===== src/core/swc_pkg.sv =====
// package for the standby wake controller: states and timing constants
// assumes a single 10 MHz reference clock and synchronous active-high reset
package swc_pkg;
  localparam int unsigned CLK_PER_CYCLE = 4;
  localparam logic [1:0]  PHASE_RESET   = 2'h0;
  localparam logic [1:0]  PHASE_LAST    = 2'h3;
  localparam logic [11:0] PC_RESET      = 12'h000;
  localparam logic [3:0]  WAKE_ALL_MASK = 4'hF;
  localparam logic [3:0]  WAKE_B3_MASK  = 4'h8;

  typedef enum logic [1:0] {
    SWC_RUN   = 2'b00,
    SWC_HALT  = 2'b01,
    SWC_RESET = 2'b10
  } swc_state_t;
endpackage


===== src/core/swc_standby_wake_control.sv =====
// standby controller: instruction cycle timing, standby entry and wake
// assumes the core raises halt_exec for the cycle of the standby instruction
`timescale 1ns/1ps

// How it works
// - instruction cycle is four system clocks
// - standby entered only if wake input high
// - low clear pin resets device, any mode
// - low selected port-a input ends standby
// - serial completion resumes after standby instruction
// - serial completion wakes only in rc mode, not ceramic
// - port and serial wake only in rc mode
// - every reset restarts program at address zero
module swc_standby_wake_control #(
  parameter int unsigned PC_WIDTH = 12
) (
  // clock and reset
  input  wire logic                ref_clk,
  input  wire logic                rst,
  // board pins and options
  input  wire logic                external_clear_pin_n,
  input  wire logic [3:0]          port_a,
  input  wire logic                wake_all_bits_opt,
  input  wire logic                rc_osc_mode,
  // core side
  input  wire logic                halt_exec,
  input  wire logic                serial_done,
  // outputs
  output logic                     cycle_strobe,
  output logic                     core_reset,
  output logic                     fetch_enable,
  output logic                     standby,
  output logic [PC_WIDTH-1:0]      pc_load_value,
  output logic                     pc_load
);
  // refused at elaboration; the phase counter is two bits, so four clocks only
  if (PC_WIDTH < 1 || PC_WIDTH > 12) begin : g_bad_width
    $error("PC_WIDTH out of range");
  end
  if (swc_pkg::CLK_PER_CYCLE != 4) begin : g_bad_cycle
    $error("CLK_PER_CYCLE must be four");
  end

  swc_pkg::swc_state_t state, next_state;
  logic [1:0] phase, next_phase;
  logic       next_cycle_strobe, next_core_reset, next_fetch_enable;
  logic       next_standby, next_pc_load;
  logic [3:0] wake_mask;
  logic       wake_level_high, port_wake;

  // option picks bit 3 alone or bits 3 down to 0
  assign wake_mask       = wake_all_bits_opt ? swc_pkg::WAKE_ALL_MASK
                                             : swc_pkg::WAKE_B3_MASK;
  assign wake_level_high = ((port_a & wake_mask) == wake_mask);
  assign port_wake       = ((port_a & wake_mask) != wake_mask);

  always_comb begin
    next_phase        = phase + 2'h1;
    next_cycle_strobe = (phase == swc_pkg::PHASE_LAST);
    next_state        = state;
    next_core_reset   = 1'b0;
    next_pc_load      = 1'b0;
    case (state)
      swc_pkg::SWC_RUN: begin
        if (halt_exec && phase == swc_pkg::PHASE_LAST && wake_level_high) begin
          next_state = swc_pkg::SWC_HALT;
        end
      end
      swc_pkg::SWC_HALT: begin
        next_phase        = swc_pkg::PHASE_RESET;
        next_cycle_strobe = 1'b0;
        // any selected bit low wakes; rc oscillator only
        if (rc_osc_mode && (port_wake || serial_done)) begin
          next_state = swc_pkg::SWC_RUN;
        end
      end
      default: begin
        next_state   = swc_pkg::SWC_RUN;
        next_phase   = swc_pkg::PHASE_RESET;
        next_pc_load = 1'b1;
      end
    endcase
    if (!external_clear_pin_n) begin
      next_state      = swc_pkg::SWC_RESET;
      next_phase      = swc_pkg::PHASE_RESET;
      next_core_reset = 1'b1;
      next_pc_load    = 1'b0;
      next_cycle_strobe = 1'b0;
    end
    next_standby      = (next_state == swc_pkg::SWC_HALT);
    next_fetch_enable = (next_state == swc_pkg::SWC_RUN);
  end

  always_ff @(posedge ref_clk) begin
    if (rst) begin
      state         <= swc_pkg::SWC_RESET;
      phase         <= swc_pkg::PHASE_RESET;
      cycle_strobe  <= 1'b0;
      core_reset    <= 1'b1;
      fetch_enable  <= 1'b0;
      standby       <= 1'b0;
      pc_load       <= 1'b0;
      pc_load_value <= swc_pkg::PC_RESET[PC_WIDTH-1:0];
    end else begin
      state         <= next_state;
      phase         <= next_phase;
      cycle_strobe  <= next_cycle_strobe;
      core_reset    <= next_core_reset;
      fetch_enable  <= next_fetch_enable;
      standby       <= next_standby;
      pc_load       <= next_pc_load;
      pc_load_value <= swc_pkg::PC_RESET[PC_WIDTH-1:0];
    end
  end

  AST_CYCLE_FOUR: assert property (@(posedge ref_clk)
    disable iff (rst || !external_clear_pin_n)
    (cycle_strobe && fetch_enable && $past(fetch_enable)) |-> ##4 (cycle_strobe || !fetch_enable))
    else $error("instruction cycle not four clocks");
  AST_ENTRY_HIGH: assert property (@(posedge ref_clk) disable iff (rst)
    ($rose(standby)) |-> $past(wake_level_high))
    else $error("standby entered with wake input low");
  AST_CLEAR_RESETS: assert property (@(posedge ref_clk) disable iff (rst)
    (!external_clear_pin_n) |=> (core_reset && !standby))
    else $error("clear pin did not reset");
  AST_PORT_WAKE: assert property (@(posedge ref_clk) disable iff (rst)
    (standby && rc_osc_mode && external_clear_pin_n && !wake_level_high) |=> !standby)
    else $error("port wake ignored");
  AST_SERIAL_WAKE: assert property (@(posedge ref_clk) disable iff (rst)
    (standby && rc_osc_mode && serial_done && external_clear_pin_n)
      |=> (!standby && fetch_enable && !pc_load))
    else $error("serial wake failed or reset pc");
  AST_SERIAL_ANY: assert property (@(posedge ref_clk) disable iff (rst)
    (standby && rc_osc_mode && serial_done) |=> !standby)
    else $error("serial completion did not wake");
  AST_CERAMIC_HOLD: assert property (@(posedge ref_clk) disable iff (rst)
    (standby && !rc_osc_mode && external_clear_pin_n) |=> standby)
    else $error("ceramic mode woke without clear");
  AST_PC_ZERO: assert property (@(posedge ref_clk) disable iff (rst)
    ($fell(core_reset) && external_clear_pin_n) |-> (pc_load && pc_load_value == '0))
    else $error("reset did not restart at zero");
  AST_FROZEN: assert property (@(posedge ref_clk) disable iff (rst)
    (standby) |-> (!fetch_enable && (!cycle_strobe || $rose(standby))))
    else $error("fetch active in standby");

  AST_STROBE_SPACING: assert property (@(posedge ref_clk) disable iff (rst)
    (cycle_strobe) |=> (!cycle_strobe) [*3])
    else $error("instruction cycle strobes too close");

  AST_STROBE_PHASE: assert property (@(posedge ref_clk) disable iff (rst)
    (cycle_strobe) |-> (phase == swc_pkg::PHASE_RESET))
    else $error("strobe not at cycle boundary");

  AST_STROBE_RUN: assert property (@(posedge ref_clk) disable iff (rst)
    (cycle_strobe) |-> $past(fetch_enable))
    else $error("strobe without a running cycle");

  AST_ENTRY_ON_LAST: assert property (@(posedge ref_clk) disable iff (rst)
    (fetch_enable && phase != swc_pkg::PHASE_LAST) |=> !standby)
    else $error("standby entered mid cycle");

  AST_REFUSE_LOW: assert property (@(posedge ref_clk) disable iff (rst)
    (fetch_enable && halt_exec && !wake_level_high) |=> !standby)
    else $error("standby entered with wake input low");

  AST_ENTRY_TAKEN: assert property (@(posedge ref_clk) disable iff (rst)
    (fetch_enable && halt_exec && phase == swc_pkg::PHASE_LAST && wake_level_high
      && external_clear_pin_n) |=> (standby && !fetch_enable))
    else $error("standby instruction not taken");

  AST_CLEAR_STOPS: assert property (@(posedge ref_clk) disable iff (rst)
    (!external_clear_pin_n) |=> (!fetch_enable && !pc_load && !cycle_strobe))
    else $error("activity while clear pin low");

  AST_CLEAR_RELEASE: assert property (@(posedge ref_clk) disable iff (rst)
    (core_reset && external_clear_pin_n) |=> (!core_reset && fetch_enable && pc_load))
    else $error("clear release did not restart");

  AST_RESET_NOT_STANDBY: assert property (@(posedge ref_clk) disable iff (rst)
    (core_reset) |-> !standby)
    else $error("standby during reset");

  AST_BIT3_WAKE: assert property (@(posedge ref_clk) disable iff (rst)
    (standby && rc_osc_mode && external_clear_pin_n && !port_a[3]) |=> !standby)
    else $error("bit 3 low did not wake");

  AST_ANY_BIT_WAKE: assert property (@(posedge ref_clk) disable iff (rst)
    (standby && rc_osc_mode && external_clear_pin_n && wake_all_bits_opt
      && port_a != swc_pkg::WAKE_ALL_MASK) |=> !standby)
    else $error("low wake bit ignored");

  AST_LOW_BITS_IGNORED: assert property (@(posedge ref_clk) disable iff (rst)
    (standby && external_clear_pin_n && !wake_all_bits_opt && port_a[3]
      && !serial_done) |=> standby)
    else $error("unselected bit woke");

  AST_RESUME_NO_RESET: assert property (@(posedge ref_clk) disable iff (rst)
    ($fell(standby) && fetch_enable) |-> (!core_reset && !pc_load))
    else $error("wake went through reset");

  AST_RESUME_PHASE: assert property (@(posedge ref_clk) disable iff (rst)
    ($fell(standby) && fetch_enable) |-> (phase == swc_pkg::PHASE_RESET && !cycle_strobe))
    else $error("wake did not start a fresh cycle");

  AST_CERAMIC_NO_FETCH: assert property (@(posedge ref_clk) disable iff (rst)
    (standby && !rc_osc_mode && external_clear_pin_n) |=> !fetch_enable)
    else $error("fetch resumed in ceramic mode");

  AST_CERAMIC_SERIAL: assert property (@(posedge ref_clk) disable iff (rst)
    (standby && !rc_osc_mode && serial_done && external_clear_pin_n) |=> standby)
    else $error("serial woke in ceramic mode");

  AST_PC_ONCE: assert property (@(posedge ref_clk) disable iff (rst)
    (pc_load) |=> !pc_load)
    else $error("pc load longer than one clock");

  AST_PC_CAUSE: assert property (@(posedge ref_clk) disable iff (rst)
    (pc_load) |-> ($past(core_reset) && !core_reset))
    else $error("pc load without reset");

  AST_PC_VALUE: assert property (@(posedge ref_clk) disable iff (rst)
    (pc_load) |-> (pc_load_value == swc_pkg::PC_RESET[PC_WIDTH-1:0]))
    else $error("pc load value not zero");

  AST_HOLD_QUIET: assert property (@(posedge ref_clk) disable iff (rst)
    (standby && external_clear_pin_n && wake_level_high && !serial_done)
      |=> (standby && !fetch_enable && !cycle_strobe))
    else $error("standby left without a wake");

  AST_EXCLUSIVE: assert property (@(posedge ref_clk) disable iff (rst)
    (!(standby && fetch_enable) && !(core_reset && fetch_enable)))
    else $error("fetch overlaps standby or reset");

  AST_PHASE_FROZEN: assert property (@(posedge ref_clk) disable iff (rst)
    (standby) |-> (phase == swc_pkg::PHASE_RESET))
    else $error("phase moved in standby");
endmodule


===== config.mk =====
export PLATFORM = sky130hd
export DESIGN_NAME = swc_standby_wake_control
export DESIGN_NICKNAME = d
export VERILOG_FILES = /design/src/core/swc_pkg.sv /design/src/core/swc_standby_wake_control.sv
export SDC_FILE = /design/constraint.sdc
export NUM_CORES = 1
export LEC_CHECK = 0
export ABC_CLOCK_PERIOD_IN_PS = 1700
export BUFFER_PORTS_ARGS = -buffer_cell sky130_fd_sc_hd__clkbuf_2
export CAP_MARGIN = 40
export CORE_AREA = 2 2 39 41
export DETAILED_ROUTE_END_ITERATION = 10
export DIE_AREA = 0 0 41 43
export PLACE_DENSITY_LB_ADDON = 0.15
export SLEW_MARGIN = 5
export SYNTH_ARGS = -nofsm -noshare
export SYNTH_HDL_FRONTEND = slang
export SYNTH_SLANG_ARGS = --single-unit
export TNS_END_PERCENT = 1

===== constraint.sdc =====
create_clock -name ref_clk -period 1.7 [get_ports ref_clk]
set_input_delay 0.255 -clock ref_clk [delete_from_list [all_inputs] [get_ports ref_clk]]
set_output_delay 0.255 -clock ref_clk [all_outputs]
set_load 0.01 [all_outputs]

==> impl_results.md <==
* Total clock sinks at 9
* Asr flop ratio synth at 0%
* Final core utilization at between 30% and 40%
* Primary FF master, synth: dfxtp_1
* Setup tns final at 0 ns
* Row Count at 14
* Pwr Density at about 900 nW/um2
* Area of the multi-input gates at approximately 170 um2
* Via count at ~280
* Hold path startpoint: external_clear_pin_n
* Post-Syn Instances at 43
* Reg area at about 180 um2
* Placed cell count at 72
* Vias in the first global route at 226
* CTS tree: done
* Post-synth EDFFs at 0
* Clk Latency, worst-skew pair at between 0.2 and 0.3 ns
* Initial detailed-routing violation count at 0
* Via density at roughly 3.7
* Leakage at approximately 0.25 nW
* Core area at 1384 um2
* Post-CTS setup buffer count at 0
* Worst flop-to-flop path endpoint: fetch_enable
* FF-to-FF path depth at 5
* Largest net degree at the start of global routing at 9
* ANT nets after route at 0
* Worst Setup Slack post-DPL at between 0.4 and 0.5 ns
* Drt total wl at ~610 um
* Top-count cell post-synth: buf_4
* Status: finished, final reports clean
* Layout Cells excl Fill at 76
* Overflow after GRT at 0
* WHS Path Cells at 2
* CP startpoint kind: flop
* Worst-path fanout max at 3
* Worst hold path class: in -> reg
* Worst-path cell chain: ha_1 > a21oi_2 > a2111oi_2 > a21oi_1 > nor2b_4
* Worst clock skew at ~0.0046 ns
* Final min period at 1.279 ns
* Stages on worst setup path at 5
* Pre-antenna DRT Iters at 1
* Slew Limit Fails at 0
* I/O Buffers at 15
* Fmax at 781.6 MHz
* Max VDD drop at ~260 uV
* Antenna violations before repair at 0
* Ranking of synthesized cells by area: dfxtp_1 44%, buf_4 22%, nor2_1 4.6%
* Layout area overhead at 16.87%
* Hold_buf cts at 0
* # setup viols final at 0
* Final hold violation count at 0
* # DRC at 0
* Max-cap violations at 0
* CP Capture Type: flop
* Crit Path Category: reg -> reg
* Clk root buf: clkbuf_4
* Area leader, netlist: dfxtp_1
* Worst EP arrival at ~1.4 ns
* Dpl hpwl at just under 500 um
* Data required time at the worst endpoint at 1.85 ns
* Mapped cell area at between 400 and 500 um2
* Synth Register Bits at 9
* CP max stage cell: dfxtp_1
* Die ar. at approximately 1800 um2
* Period utilization at about three quarters
* Clock transition at path regs at 0.06 ns
* WP buf/inv at 0
* Clk buf depth at 2
* Syn Area/Cell at ~9.5 um2
* Syn. warnings at 0
* # diodes at 0
* Most frequent cells after synthesis: 12 x buf_4, 9 x dfxtp_1, 5 x nor2_1
* RSZ-0062 raised after global routing: false
* Hold EP: core_reset
* Die Y at approximately 43 um
* CTS resizes at 0
* Sequential fraction of the synthesis area at between 40% and 50%
* Horiz. Die Dim at 41 um
* Library cells used by synthesis at 17
* WL/cell at ~8.0 um
* CP delay by family, top: compound AO/OA/AOI/OAI gates
* Reg-to-Reg Start: phase[0]
* CP startpoint: phase[0]
* Share of cells above drive strength 1 at 36.67%
* Starting density of the core at 29.48%
* R2R Setup Slk at 0.42 ns
* Setup ws final at between 0.4 and 0.5 ns
* Critical Path Max Stage Delay at ~0.33 ns
* Final Wtd Congestion at roughly 0.69
* Nets at 73
* Total number of H-tree levels at 1
* Fraction of post-synthesis cell area in the top cell type by area at approximately 44%
* Fillers at around 160
* Num ports at 28
* CTS buffer count at 3
* Global Route Usage Sum at 8.687%
* First-pass GRT wire length at 890 um
how the worst max path moves through the flow:
| stage | endpoint | slack [ns] |
|---|---|---|
| after global routing | fetch_enable | 0.24 |
| after CTS | fetch_enable | 0.40 |
| after floorplan | fetch_enable | 0.51 |
| final | fetch_enable | 0.42 |
| after global placement | fetch_enable | 0.46 |
| after detailed placement | fetch_enable | 0.42 |
report_power, final:
group	switching [mW]	internal [mW]
clock network	0.0785	0.0869
logic	0.0248	0.0147
registers	0.00308	0.217
total	0.106	0.318
cell type report:
class | instances | area share, %
Clock inverter | 1 | 1.050
Tap cell | 16 | 4.199
Clock buffer | 3 | 4.724
Multi-Input combinational cell | 30 | 34.91
Inverter | 2 | 1.575
Timing Repair Buffer | 15 | 15.75
Sequential cell | 9 | 37.80
per-stage QoR:
stage                     hold WS [ns]  total power [mW]  area (um2)
after floorplan                 0.3280            0.2676       449.2
after global placement          0.4145            0.2642       449.2
after detailed placement        0.4209            0.2640       449.2
after CTS                       0.1527            0.4338       476.7
after global routing            0.1515            0.4515       476.7
final                           0.1626            0.4246       476.7
cells in the final DEF, fill, tap and decap left out:
master,n
nand2_1,2
nand2b_1,2
or2b_1,1
nand3_1,1
a21oi_1,1
ha_1,1
clkbuf_2,15
nor4_1,1
nor2_1,5
inv_1,2
dfxtp_1,9
conb_1,12
nor4b_1,1
clkbuf_4,3
clkinv_2,1
nor2b_4,1
a2111oi_2,1
a21oi_2,1
flip-flops by register name, indices dropped and copies added (netlist names):
register,count
state,2
fetch_enable,1
phase,2
core_reset,1
standby,1
cycle_strobe,1
pc_load,1
logic make-up (layout without fill, tap and decap cells):
| family | count (synthesis) | after routing | share of synthesized area [%] |
|---|---|---|---|
| adders and majority gates | 1 | 1 | 3.067 |
| DFF | 9 | 9 | 44.17 |
| and+or+nand+nor | 14 | 14 | 19.63 |
| other | 1 | 12 | 0.9194 |
| buffers and inverters | 15 | 21 | 25.15 |
| AOI/OAI and AO/OA | 3 | 3 | 7.053 |
worst reg2reg max path, stage by stage, from the launching register on:
cell and delay (ns):
dfxtp_1 0.33, ha_1 0.19, a21oi_2 0.07, a2111oi_2 0.27, a21oi_1 0.15, nor2b_4 0.15
per-layer routing:
| layer | vias up | global-route usage [%] | wire, um |
|---|---|---|---|
| met5 | - | 0 | 0 |
| met4 | 0 | 12.00 | 23 |
| met3 | 4 | 3.665 | 57 |
| met2 | 17 | 10.00 | 274 |
| met1 | 115 | 9.508 | 250 |
| li1 | 145 | - | - |
No activity file was read; power rests on OpenSTA's default activity.
